## src/bus_release_pkg.sv

```systemverilog
// Constants and carriers shared by the bus release arbiter.
// Assumes a single 25 MHz system clock and a plain register port.
`default_nettype none
package bus_release_pkg;
   // Register port offsets
   localparam logic [3:0] ADDR_BUS_CONTROL_ONE = 4'h0;
   localparam logic [3:0] ADDR_BUS_CONTROL_TWO = 4'h4;
   localparam logic [3:0] ADDR_STATUS          = 4'h8;
   localparam logic [3:0] ADDR_CLOCK_SETTING   = 4'hC;
   // Field positions in bus_control_one
   localparam int BC1_RELEASE_EN_BIT = 0;
   localparam int BC1_CANCEL_OE_BIT  = 1;
   localparam int BC1_EXT_WBUF_BIT   = 2;
   // Field positions in bus_control_two
   localparam int BC2_PERIPH_WBUF_BIT = 0;
   localparam int BC2_CPU_ALT_BIT     = 1;
   // Reset values
   localparam logic [7:0] BUS_CONTROL_ONE_RESET = 8'h00;
   localparam logic [7:0] BUS_CONTROL_TWO_RESET = 8'h00;
   localparam logic [2:0] CLOCK_SETTING_RESET   = 3'h0;
   // Access lengths, system clocks for RAM and system registers
   localparam logic [7:0] RAM_CYCLES      = 8'h01;
   localparam logic [7:0] SYS_READ_CYCLES = 8'h02;
   localparam logic [7:0] SYS_WRITE_CYCLES = 8'h03;
   // Access lengths in peripheral clocks
   localparam logic [7:0] SLOW_READ_PCLKS  = 8'h02;
   localparam logic [7:0] SLOW_WRITE_PCLKS = 8'h03;
   localparam logic [7:0] PERIPH_PCLKS     = 8'h02;
   // Cycles a buffered write holds the bus before others run alongside
   localparam logic [7:0] BUF_LEAD_CYCLES = 8'h02;

   typedef enum logic [2:0] {
      SPACE_RAM,
      SPACE_SYS_REG,
      SPACE_SLOW_REG,
      SPACE_PERIPH_REG,
      SPACE_EXTERNAL
   } space_type;

   // One internal master's request
   typedef struct packed {
      logic      req;
      logic      write;
      logic      lock;
      space_type space;
   } master_req_type;
endpackage
`default_nettype wire

```

## src/bus_release_arbiter.sv

```systemverilog
// Internal and external bus arbiters with external bus release.
// Assumes the request pin is asynchronous; all other inputs are on clk_sys.
//
// Strobed register access and the placing of the registers were left to the implementer.
`default_nettype none

module bus_release_arbiter
   import bus_release_pkg::*;
#(
   parameter int unsigned PCLK_DIV   = 4, // System to peripheral clock ratio n
   parameter int unsigned EXT_CYCLES = 3  // Length of one external bus cycle
)
(
   input  wire logic           clk_sys,                  // System clock
   input  wire logic           rst,                      // Asynchronous reset
   input  wire logic [3:0]     reg_addr,                 // Register address
   input  wire logic [7:0]     reg_wdata,                // Register write data
   input  wire logic           reg_wr,                   // Register write strobe
   input  wire logic           reg_rd,                   // Register read strobe
   output logic [7:0]          reg_rdata,                // Read data, cycle after strobe
   input  wire logic           ext_mode,                 // External extended mode
   input  wire logic           pin_input_control,        // Input control of request pin
   input  wire logic           ext_bus_request_n,        // Request pin, asynchronous
   output logic                ext_bus_grant_n,          // Grant pin, low when released
   output logic                ext_bus_drive_oe,         // Enable of address, data, strobes
   output logic                release_cancel_request_n, // Cancel request pin
   input  wire master_req_type cpu_req,                  // CPU request
   input  wire master_req_type xfer_req,                 // Transfer controller request
   input  wire logic           sleep_mode,               // CPU is asleep
   input  wire logic           standby_entry_req,        // Sleep into standby or clock stop
   input  wire logic           clock_write_req,          // Granted clock setting write
   input  wire logic [2:0]     clock_write_value,        // Value of that write
   output logic                cpu_grant,                // CPU owns internal bus
   output logic                transfer_controller_grant, // Transfer controller owns bus
   output logic                access_done,              // Owner's access finished
   output logic                standby_entry_ok,         // Sleep entry may proceed
   output logic [2:0]          clock_setting             // Applied clock setting
);
   localparam int PW = (PCLK_DIV > 1) ? $clog2(PCLK_DIV) : 1;
   localparam logic [PW-1:0] PHASE_LAST = PW'(PCLK_DIV - 1);

   typedef enum {OWN_NONE, OWN_CPU, OWN_XFER} owner_type;
   typedef enum {IS_IDLE, IS_SYNC, IS_RUN} int_state_type;
   typedef enum {REL_IDLE, REL_GRANTED, REL_RECOVER} rel_state_type;

   logic [7:0]     bus_control_one_q;
   logic [7:0]     bus_control_two_q;
   logic           req_sync1_q;
   logic           req_sync2_q;
   logic [PW-1:0]  phase_q;
   owner_type      owner_q;
   int_state_type  int_state_q;
   rel_state_type  rel_state_q;
   logic [7:0]     int_cnt_q;
   logic [7:0]     ext_cnt_q;
   logic [7:0]     per_cnt_q;
   logic           clk_pend_q;
   logic [2:0]     clk_val_q;
   logic           served_q;
   master_req_type sel_req;
   logic           release_en;
   logic           cancel_oe;
   logic           ext_wbuf;
   logic           per_wbuf;
   logic           cpu_alt;
   logic           rel_req;
   logic           is_ext;
   logic           is_pclk;
   logic           per_buffered;
   logic           ext_buffered;
   logic           resource_ok;
   logic           want_access;
   logic           switch_owner;
   owner_type      next_owner;
   logic           launch;
   logic           to_run;
   logic           ext_pending;
   logic [7:0]     run_cycles;

   // Total system clocks of one access of the given kind
   function automatic logic [7:0] access_cycles(input space_type sp, input logic wr);
      logic [7:0] c;
      c = RAM_CYCLES;
      unique case (sp)
         SPACE_RAM:        c = RAM_CYCLES;
         SPACE_SYS_REG:    c = wr ? SYS_WRITE_CYCLES : SYS_READ_CYCLES;
         SPACE_SLOW_REG:   c = 8'((wr ? SLOW_WRITE_PCLKS : SLOW_READ_PCLKS) * PCLK_DIV);
         SPACE_PERIPH_REG: c = 8'(PERIPH_PCLKS * PCLK_DIV);
         SPACE_EXTERNAL:   c = 8'(EXT_CYCLES);
         default:          c = RAM_CYCLES;
      endcase
      return c;
   endfunction

   // Control fields
   assign release_en = bus_control_one_q[BC1_RELEASE_EN_BIT];
   assign cancel_oe  = bus_control_one_q[BC1_CANCEL_OE_BIT];
   assign ext_wbuf   = bus_control_one_q[BC1_EXT_WBUF_BIT];
   assign per_wbuf   = bus_control_two_q[BC2_PERIPH_WBUF_BIT];
   assign cpu_alt    = bus_control_two_q[BC2_CPU_ALT_BIT];

   // Register writes
   always_ff @(posedge clk_sys or posedge rst)
   begin
      if (rst)
      begin
         bus_control_one_q <= BUS_CONTROL_ONE_RESET;
         bus_control_two_q <= BUS_CONTROL_TWO_RESET;
      end
      else if (reg_wr)
      begin
         if (reg_addr == ADDR_BUS_CONTROL_ONE)
            bus_control_one_q <= reg_wdata;
         if (reg_addr == ADDR_BUS_CONTROL_TWO)
            bus_control_two_q <= reg_wdata;
      end
   end

   // Register reads; unmapped offsets and idle cycles read zero
   always_ff @(posedge clk_sys or posedge rst)
   begin
      if (rst)
         reg_rdata <= 8'h00;
      else if (reg_rd)
      begin
         unique case (reg_addr)
            ADDR_BUS_CONTROL_ONE: reg_rdata <= bus_control_one_q;
            ADDR_BUS_CONTROL_TWO: reg_rdata <= bus_control_two_q;
            ADDR_STATUS:          reg_rdata <= {1'b0, clk_pend_q, (per_cnt_q != 8'h00),
                                                (ext_cnt_q != 8'h00), (owner_q == OWN_XFER),
                                                (owner_q == OWN_CPU), (rel_state_q == REL_RECOVER),
                                                (rel_state_q == REL_GRANTED)};
            ADDR_CLOCK_SETTING:   reg_rdata <= {5'h00, clock_setting};
            default:              reg_rdata <= 8'h00;
         endcase
      end
      else
         reg_rdata <= 8'h00;
   end

   // Request pin crosses in through two flip-flops
   always_ff @(posedge clk_sys or posedge rst)
   begin
      if (rst)
      begin
         req_sync1_q <= 1'b1;
         req_sync2_q <= 1'b1;
      end
      else
      begin
         req_sync1_q <= ext_bus_request_n;
         req_sync2_q <= req_sync1_q;
      end
   end

   // Free-running peripheral clock phase
   always_ff @(posedge clk_sys or posedge rst)
   begin
      if (rst)
         phase_q <= '0;
      else if (phase_q == PHASE_LAST)
         phase_q <= '0;
      else
         phase_q <= phase_q + PW'(1);
   end

   // Decode of the current owner's request
   always_comb
   begin
      sel_req      = (owner_q == OWN_XFER) ? xfer_req : cpu_req;
      if (owner_q == OWN_NONE)
         sel_req.req = 1'b0;
      is_ext       = (sel_req.space == SPACE_EXTERNAL);
      is_pclk      = (sel_req.space == SPACE_SLOW_REG) || (sel_req.space == SPACE_PERIPH_REG);
      per_buffered = per_wbuf && sel_req.write && (sel_req.space == SPACE_PERIPH_REG);
      ext_buffered = ext_wbuf && sel_req.write && is_ext;
      run_cycles   = access_cycles(sel_req.space, sel_req.write);
   end

   // Release request qualified by mode and both enables
   assign rel_req = !req_sync2_q && ext_mode && release_en && pin_input_control;

   // An external access waits on a release and on a busy external cycle;
   // a slow or peripheral register access waits on a peripheral write still in the buffer
   always_comb
   begin
      if (is_ext)
         resource_ok = (ext_cnt_q == 8'h00) && (rel_state_q == REL_IDLE) && !rel_req;
      else if (is_pclk)
         resource_ok = (per_cnt_q == 8'h00);
      else
         resource_ok = 1'b1;
      want_access = sel_req.req && (int_state_q == IS_IDLE) && !access_done;
      ext_pending = want_access && is_ext && (rel_state_q != REL_IDLE);
   end

   // Owner hand-over, only between accesses
   always_comb
   begin
      next_owner = owner_q;
      unique case (owner_q)
         OWN_NONE:
         begin
            if (xfer_req.req)
               next_owner = OWN_XFER;
            else if (cpu_req.req)
               next_owner = OWN_CPU;
         end
         OWN_CPU:
         begin
            // Lowest priority; a locked sequence keeps the bus unless asleep.
            // Under alternation the CPU first finishes one access of its own.
            if (xfer_req.req && (!cpu_req.lock || sleep_mode) &&
                (served_q || !cpu_alt || !cpu_req.req || sleep_mode))
               next_owner = OWN_XFER;
            else if (!cpu_req.req)
               next_owner = OWN_NONE;
         end
         OWN_XFER:
         begin
            // Alternation waits for one access, else the CPU gets the bus only once the transfer controller drops its request
            if (!xfer_req.lock && cpu_req.req && ((cpu_alt && served_q) || !xfer_req.req))
               next_owner = OWN_CPU;
            else if (!xfer_req.req && !xfer_req.lock)
               next_owner = OWN_NONE;
         end
      endcase
      switch_owner = (next_owner != owner_q) && (int_state_q == IS_IDLE) && !access_done;
   end

   assign launch = want_access && resource_ok && !switch_owner;
   assign to_run = launch && (!is_pclk || phase_q == PHASE_LAST);

   // Owner register; acknowledge stays until the arbiter moves it
   always_ff @(posedge clk_sys or posedge rst)
   begin
      if (rst)
         owner_q <= OWN_NONE;
      else if (switch_owner)
         owner_q <= next_owner;
   end

   // Owner has finished an access since its grant; paces alternation
   always_ff @(posedge clk_sys or posedge rst)
   begin
      if (rst)
         served_q <= 1'b0;
      else if (switch_owner)
         served_q <= 1'b0;
      else if (access_done)
         served_q <= 1'b1;
   end

   // Internal access sequencer; buffered writes finish early for the master
   always_ff @(posedge clk_sys or posedge rst)
   begin
      if (rst)
      begin
         int_state_q <= IS_IDLE;
         int_cnt_q   <= 8'h00;
         access_done <= 1'b0;
      end
      else
      begin
         access_done <= 1'b0;
         unique case (int_state_q)
            IS_IDLE:
            begin
               if (to_run)
               begin
                  int_state_q <= IS_RUN;
                  int_cnt_q   <= (ext_buffered || per_buffered) ? BUF_LEAD_CYCLES : run_cycles;
               end
               else if (launch)
                  int_state_q <= IS_SYNC;
            end
            IS_SYNC:
            begin
               // Waits out 1 to n-1 clocks for the next peripheral edge
               if (phase_q == PHASE_LAST)
               begin
                  int_state_q <= IS_RUN;
                  int_cnt_q   <= per_buffered ? BUF_LEAD_CYCLES : run_cycles;
               end
            end
            IS_RUN:
            begin
               if (int_cnt_q <= 8'h01)
               begin
                  int_state_q <= IS_IDLE;
                  access_done <= 1'b1;
               end
               else
                  int_cnt_q <= int_cnt_q - 8'h01;
            end
         endcase
      end
   end

   // External cycle engine runs on after a buffered write hands back
   always_ff @(posedge clk_sys or posedge rst)
   begin
      if (rst)
         ext_cnt_q <= 8'h00;
      else if (to_run && is_ext)
         ext_cnt_q <= run_cycles;
      else if (ext_cnt_q != 8'h00)
         ext_cnt_q <= ext_cnt_q - 8'h01;
   end

   // Peripheral write buffer drains the rest of a buffered write
   always_ff @(posedge clk_sys or posedge rst)
   begin
      if (rst)
         per_cnt_q <= 8'h00;
      else if (per_buffered && ((to_run) || (int_state_q == IS_SYNC && phase_q == PHASE_LAST)))
         per_cnt_q <= run_cycles;
      else if (per_cnt_q != 8'h00)
         per_cnt_q <= per_cnt_q - 8'h01;
   end

   // External arbiter: release wins, but only after the running cycle ends
   always_ff @(posedge clk_sys or posedge rst)
   begin
      if (rst)
      begin
         rel_state_q      <= REL_IDLE;
         ext_bus_grant_n  <= 1'b1;
         ext_bus_drive_oe <= 1'b1;
      end
      else
      begin
         unique case (rel_state_q)
            REL_IDLE:
            begin
               if (rel_req && ext_cnt_q == 8'h00)
               begin
                  rel_state_q      <= REL_GRANTED;
                  ext_bus_grant_n  <= 1'b0;
                  ext_bus_drive_oe <= 1'b0;
               end
            end
            REL_GRANTED:
            begin
               if (req_sync2_q)
               begin
                  rel_state_q     <= REL_RECOVER;
                  ext_bus_grant_n <= 1'b1;
               end
            end
            REL_RECOVER:
            begin
               // Drive resumes a cycle after grant rises to avoid a fight on the bus
               rel_state_q      <= REL_IDLE;
               ext_bus_drive_oe <= 1'b1;
            end
         endcase
      end
   end

   // Clock setting, held back while the bus is out
   always_ff @(posedge clk_sys or posedge rst)
   begin
      if (rst)
      begin
         clock_setting <= CLOCK_SETTING_RESET;
         clk_pend_q    <= 1'b0;
         clk_val_q     <= CLOCK_SETTING_RESET;
      end
      else if (clock_write_req && rel_state_q != REL_IDLE)
      begin
         clk_pend_q <= 1'b1;
         clk_val_q  <= clock_write_value;
      end
      else if (clock_write_req)
      begin
         clock_setting <= clock_write_value;
         clk_pend_q    <= 1'b0;
      end
      else if (clk_pend_q && rel_state_q == REL_IDLE)
      begin
         clock_setting <= clk_val_q;
         clk_pend_q    <= 1'b0;
      end
   end

   // Cancel request, sleep gating and grant outputs
   always_ff @(posedge clk_sys or posedge rst)
   begin
      if (rst)
      begin
         release_cancel_request_n  <= 1'b1;
         standby_entry_ok          <= 1'b0;
         cpu_grant                 <= 1'b0;
         transfer_controller_grant <= 1'b0;
      end
      else
      begin
         release_cancel_request_n  <= !(cancel_oe && rel_state_q == REL_GRANTED &&
                                        (ext_pending || standby_entry_req || clk_pend_q ||
                                         clock_write_req));
         standby_entry_ok          <= standby_entry_req && rel_state_q == REL_IDLE;
         cpu_grant                 <= switch_owner ? (next_owner == OWN_CPU) : (owner_q == OWN_CPU);
         transfer_controller_grant <= switch_owner ? (next_owner == OWN_XFER) : (owner_q == OWN_XFER);
      end
   end
endmodule
`default_nettype wire

```

## config.mk

```make
export PLATFORM = sky130hd
export DESIGN_NAME = bus_release_arbiter
export DESIGN_NICKNAME = d
export VERILOG_FILES = /design/src/bus_release_pkg.sv /design/src/bus_release_arbiter.sv
export SDC_FILE = /design/constraint.sdc
export NUM_CORES = 1
export LEC_CHECK = 0
export BUFFER_PORTS_ARGS = -buffer_cell sky130_fd_sc_hd__buf_2
export CAP_MARGIN = 20
export CORE_MARGIN = 1
export CORE_UTILIZATION = 55
export CTS_BUF_LIST = sky130_fd_sc_hd__clkbuf_4
export DETAILED_ROUTE_END_ITERATION = 16
export HOLD_SLACK_MARGIN = 0.15
export PLACE_DENSITY = 0.77
export SKIP_LAST_GASP = 1
export SLEW_MARGIN = 5
export SYNTH_ARGS = -nofsm -noshare
export SYNTH_HDL_FRONTEND = slang
export SYNTH_SLANG_ARGS = --single-unit
```

## constraint.sdc

```tcl
create_clock -name clk_sys -period 4 [get_ports clk_sys]
set_input_delay 0.6 -clock clk_sys [delete_from_list [all_inputs] [get_ports clk_sys]]
set_output_delay 0.6 -clock clk_sys [all_outputs]
set_load 0.02 [all_outputs]
```

# Yosys cells after proc, flatten, opt, wreduce, memory -nomap -nowiden
# Index checks and enable logic that the tools add are counted.
dict set report totals {
  ff_bits 163
  inputBits 37
}
dict set report op_classes {
  muxes 50
  eq_ne 29
  magnitude_cmp 1
  reduce_logical 83
  add_sub_neg 4
  bitwise 1
}
# op count
set ops {}
lappend ops {{32-bit 2-to-1 mux} 12}
lappend ops {{32-bit one-hot mux with 3 select lines} 3}
lappend ops {{32-bit by 2-bit equality test with 1-bit output, second input constant} 7}
lappend ops {{32-bit zero test} 6}
lappend ops {{32-bit by 1-bit equality test with 1-bit output, second input constant} 3}
lappend ops {{32-bit by 3-bit equality test with 1-bit output, second input constant} 3}
lappend ops {{8-bit 2-to-1 mux} 10}
lappend ops {{1-bit logical AND} 33}
lappend ops {{32-bit != test} 1}
lappend ops {{8-bit one-hot mux with 4 select lines} 1}
lappend ops {{32-bit nonzero test} 1}
lappend ops {{8-bit one-hot mux with 3 select lines} 1}
lappend ops {{8-bit by 1-bit subtractor with 8-bit output, second input constant} 3}
lappend ops {{8-bit zero test} 2}
lappend ops {{1-bit 2-to-1 mux} 16}
lappend ops {{4-bit one-hot mux with 4 select lines} 1}
lappend ops {{8-bit nonzero test} 2}
lappend ops {{1-bit logical OR} 12}
lappend ops {{2-bit != test, second input constant} 6}
lappend ops {{2-bit nonzero test} 6}
lappend ops {{1-bit zero test} 11}
lappend ops {{2-bit AND reduction} 5}
lappend ops {{3-bit AND reduction} 3}
lappend ops {{4-bit equality test, second input constant} 2}
lappend ops {{other kinds (15)} 18}

# Logic depth before layout (Yosys ltp)
dict set report depth {
  word_depth 16
  depth_mapped 10
}

# Least setup slack after synthesis
# No wires, ideal clock.
dict set report synth_path {
  path_kind {register to register}
  start {register owner_q[17]}
  end {register int_cnt_q[0]}
  path_stages_with_launch 9
  required_time_ns 3.921
  arrival_time_ns 2.854
  setup_time_ns 0.079
  path_slack_ns 1.066
  path_cell_list {dfrtp_1 or4_4 or4_4 nor3_2 buf_2 mux2i_1 o311ai_1 o32a_1 mux2i_1}
}
dict set report synth_between {
  elab_chain_len 11
}
# element line
set synth_rtl {}
lappend synth_rtl {{start: declaration} bus_release_arbiter.sv:51} ;# owner_type owner_q;
lappend synth_rtl {{start signal: assignment} bus_release_arbiter.sv:240} ;# owner_q <= next_owner;
lappend synth_rtl {{branches (longest 11 deep; another with 32-bit by 2-bit equality test with 1-bit output)} --}
lappend synth_rtl {{end signal: assignment} bus_release_arbiter.sv:272} ;# int_cnt_q <= (ext_buffered || per_buffered) ? BUF_LEAD_CYCLES : run_cycles;
lappend synth_rtl {{end signal: assignment} bus_release_arbiter.sv:283} ;# int_cnt_q <= per_buffered ? BUF_LEAD_CYCLES : run_cycles;
lappend synth_rtl {{end signal: assignment} bus_release_arbiter.sv:294} ;# int_cnt_q <= int_cnt_q - 8'h01;
lappend synth_rtl {{end: declaration} bus_release_arbiter.sv:54} ;# logic [7:0] int_cnt_q;
# Several ways; the timed one is not identified. The select of a mux whose other input is x is not followed.
# A chain may end at the register's enable or synchronous reset.

# Final worst setup path
dict set report layout_path {
  start {register owner_q[17]}
  end {register int_cnt_q[6]}
}
dict set report layout_between {
  elab_chain_len 11
}
# element line
set layout_rtl {}
lappend layout_rtl {{branches (longest 8 deep; another with 32-bit by 2-bit equality test with 1-bit output)} --}
lappend layout_rtl {{1-bit logical AND (*)} bus_release_arbiter.sv:232} ;# assign to_run = launch && (!is_pclk || phase_q == PHASE_LAST);
lappend layout_rtl {{2-bit != test (no source line) (*)} --}
lappend layout_rtl {{3-bit AND reduction (no source line) (*)} --}
# Every way passes the cells marked *.

==> results.yml <==
status:
  status: "completed"
floorplanning:
  core_area_sq_um: 8763
  die_h_um: 97.56
  dieArea_sq_um: 9518
  rows: 34
  die_width_um: 97.56
  io_pins: 55
  start_util_pct: 57.31
yosys:
  muxShareOfSynthArea_pct: 7.573
  avgSynthCellArea_sq_um: 10.89
  syn_nets: 510
  ys_warn_count: 0
  yosys_register_bits: 103
  synth-edff-count: 0
  synth_top_family_by_area: "simple AND/OR/NAND/NOR gates"
  synth-adder-area-share_pct: 2.990
  synth_compound_area_share_pct: 11.46
  synth_cell_types: 65
  synthCells: 461
  yosysSeqAreaShare_pct: 51.44
  synth-async-reset-ratio_pct: 100.0
  synth-main-ff-cell: "dfrtp_1"
  synthesis.area_sq_um: 5022
  synthSimpleGateAreaFrac_pct: 21.38
  synthXorXnorAreaFrac_pct: 2.267
global_routing:
  grt_pass1_wl_mm: 17.88
  grtUsageTotal_pct: 23.64
  antenna_found_initial: 0
  grt_max_degree: 55
  overflow: 0
  grt_pass1_vias: 3663
power_and_ir_drop:
  leakagePower_nw: 2.638
  power_switching_w: 0.001320
  p_int_w: 0.002185
  finalPower_w: 0.003505
  swShare_pct: 37.65
  p_per_area_nw_per_um2: 626.0
  combPwrFrac_pct: 38.1
  power_frac_seq_pct: 43.0
  power.clock.fraction_pct: 18.9
  ir_drop_v: 0.0003638
clock_network:
  cts_tree: "yes"
  cts_root_buffer: "clkbuf_4"
  clockBufferDepth: 2
  htree_levels: 3
  cts_buffers: 9
  post_cts_resized: 0
  clk_latency_ps: 460
  path_clk_slew_ps: 160
  ctsHoldBuffers: 0
  cts.sinks: 103
  postCtsSetupRepairBufs: 0
place:
  hpwl_mm: 7.691
  place_congestion: 0.8363
  place_inst: 615
  port_buffers: 54
  post-place-ws_ps: 779.6
route:
  vias_per_cell: 5.796
  drt-total-wl_mm: 10.59
  drtIter0Drc: 157
  drtAntennaViolNets: 0
  routedWlPerCell_um: 16.79
  drt_first_pass_iters: 4
  num_vias: 3657
  drc: 0
timing:
  setup_viol: 0
  relSlewSlack_pct: 56.84
  finalCriticalPeriod_ps: 3347
  max_freq_mhz: 298.8
  drv_slew: 0
  finalCritPeriodShare_pct: 83.66
  fin_worst_skew_ps: 26.34
  worst_slew_pin_slew_ps: 647.4
  rsz0062_at_grt: "false"
  fin_tns_setup_ps: 0
  finalWorstSetupSlack_ps: 653.5
  hold_viol: 0
hold_path:
  min_path_type: "in2async"
layout:
  final_nets: 567
  fin_cells: 631
  num-fill-cells: 722
  antenna_cells: 0
  seqCellArea_sq_um: 2584
  drive_gt1_share_pct: 23.14
  area_growth_pct: 11.48
  multiInputGateArea_sq_um: 2293
setup_path:
  worstSetupEndpointType: "flop"
  start_kind: "flop"
  crit_required_ps: 4350
  crit_fanout: 12
  cp_data_arrival_time_ps: 3690
  worstSetupPathType: "reg2reg"
flow_run:
  drv_cap: 0
layout by cell type, fill, tap and decap left out, drive strengths merged, types with 3 or more instances in the layout:
cell type	count
bufinv	3
xnor2	10
mux2	20
dfrtp	98
o21ai	22
nor2	40
nor2b	11
a31oi	3
nand4	4
clkbuf	9
o32a	3
inv	23
mux4	3
dfstp	5
nand2b	11
or4	9
nand2	19
o41ai	4
nor3	12
buf	60
a22o	6
and4	3
mux2i	8
a21o	3
or3	8
ha	12
xor2	3
and2	32
a211oi	6
nor4	13
a21oi	20
nand3	9
Yosys cell counts (10+ instances only):
library cell	count	area share (%)
dfrtp_1	98	49
nor2_1	39	2.9
and2_1	32	4.0
inv_1	22	1.6
o21ai_0	21	2.1
a21oi_1	19	1.9
mux2_2	18	4.0
nand2_1	18	1.3
ha_1	12	3.0
nor4_1	12	1.5
nand2b_1	11	1.4
nor2b_1	11	1.4
nor3_1	11	1.1
xnor2_1	10	1.7
flip-flops by register name (all words and copies together) (netlist names), 8 cells and up:
name,flops
owner_q,32
bus_control_one_q,8
bus_control_two_q,8
ext_cnt_q,8
int_cnt_q,8
per_cnt_q,8
reg_rdata,8
routing by layer:
| layer | GRT usage, % | vias up | routed length, um |
|---|---|---|---|
| met5 | 0 | - | 0 |
| met4 | 7.014 | 0 | 136 |
| met3 | 4.317 | 8 | 377 |
| met2 | 37.39 | 72 | 5045 |
| met1 | 33.46 | 1811 | 5034 |
| li1 | - | 1766 | - |
power by group through the flow:
stage	clock, W	sequential [W]	combinational [W]
final	0.000663	0.00151	0.00134
after global routing	0.000714	0.00154	0.00149
after CTS	0.000671	0.00150	0.00133
after detailed placement	0	0.00152	0.00133
after global placement	0	0.00151	0.00128
after floorplan	0	0.00151	0.00101
metrics by stage:
stage | area, sq um | hold slack (ps) | utilization, %
detailed placement | 5413 | 353.9 | 61.76
CTS | 5599 | 204.3 | 63.89
finish | 5599 | 216.9 | 63.89
global placement | 5413 | 347.2 | 61.76
floorplan | 5022 | 345.2 | -
global route | 5599 | 197.9 | 63.89
path summary, 6_finish.rpt:
check	end	slack, ps	start	cells past startpoint
min reg2reg	req_sync2_q	370	req_sync1_q	0
max	int_cnt_q[6]	650	owner_q[17]	8
max in group asynchronous	per_cnt_q[1]	2960	rst	3
max reg2reg	int_cnt_q[6]	650	owner_q[17]	8
min	owner_q[28]	220	rst	2
min in group clk_sys	req_sync1_q	220	ext_bus_request_n	1
area by class of cell:
cell class	instances	area share (%)
timing repair buffer	60	5.631
sequential	103	46.15
multi-input combinational	322	40.96
tap	108	2.413
clock buffer	9	1.207
inverter	22	1.520
clock inverter	7	2.123
logic make-up after synthesis:
group / Yosys count
buf+inv: 36
simple gates: 184
flops: 103
compound gates: 82
fa+ha+maj: 12
xor+xnor: 13
mux: 31
worst max-delay path, cell delays in order (launching register included):
cell and delay [ps]:
dfrtp_1 420, or4_4 580, or4_4 580, nor3_2 160, buf_4 200, mux2i_1 370, a41oi_1 350, o41ai_1 440
o41ai_1 140
Note: power is estimated with default switching activity, not from simulation.
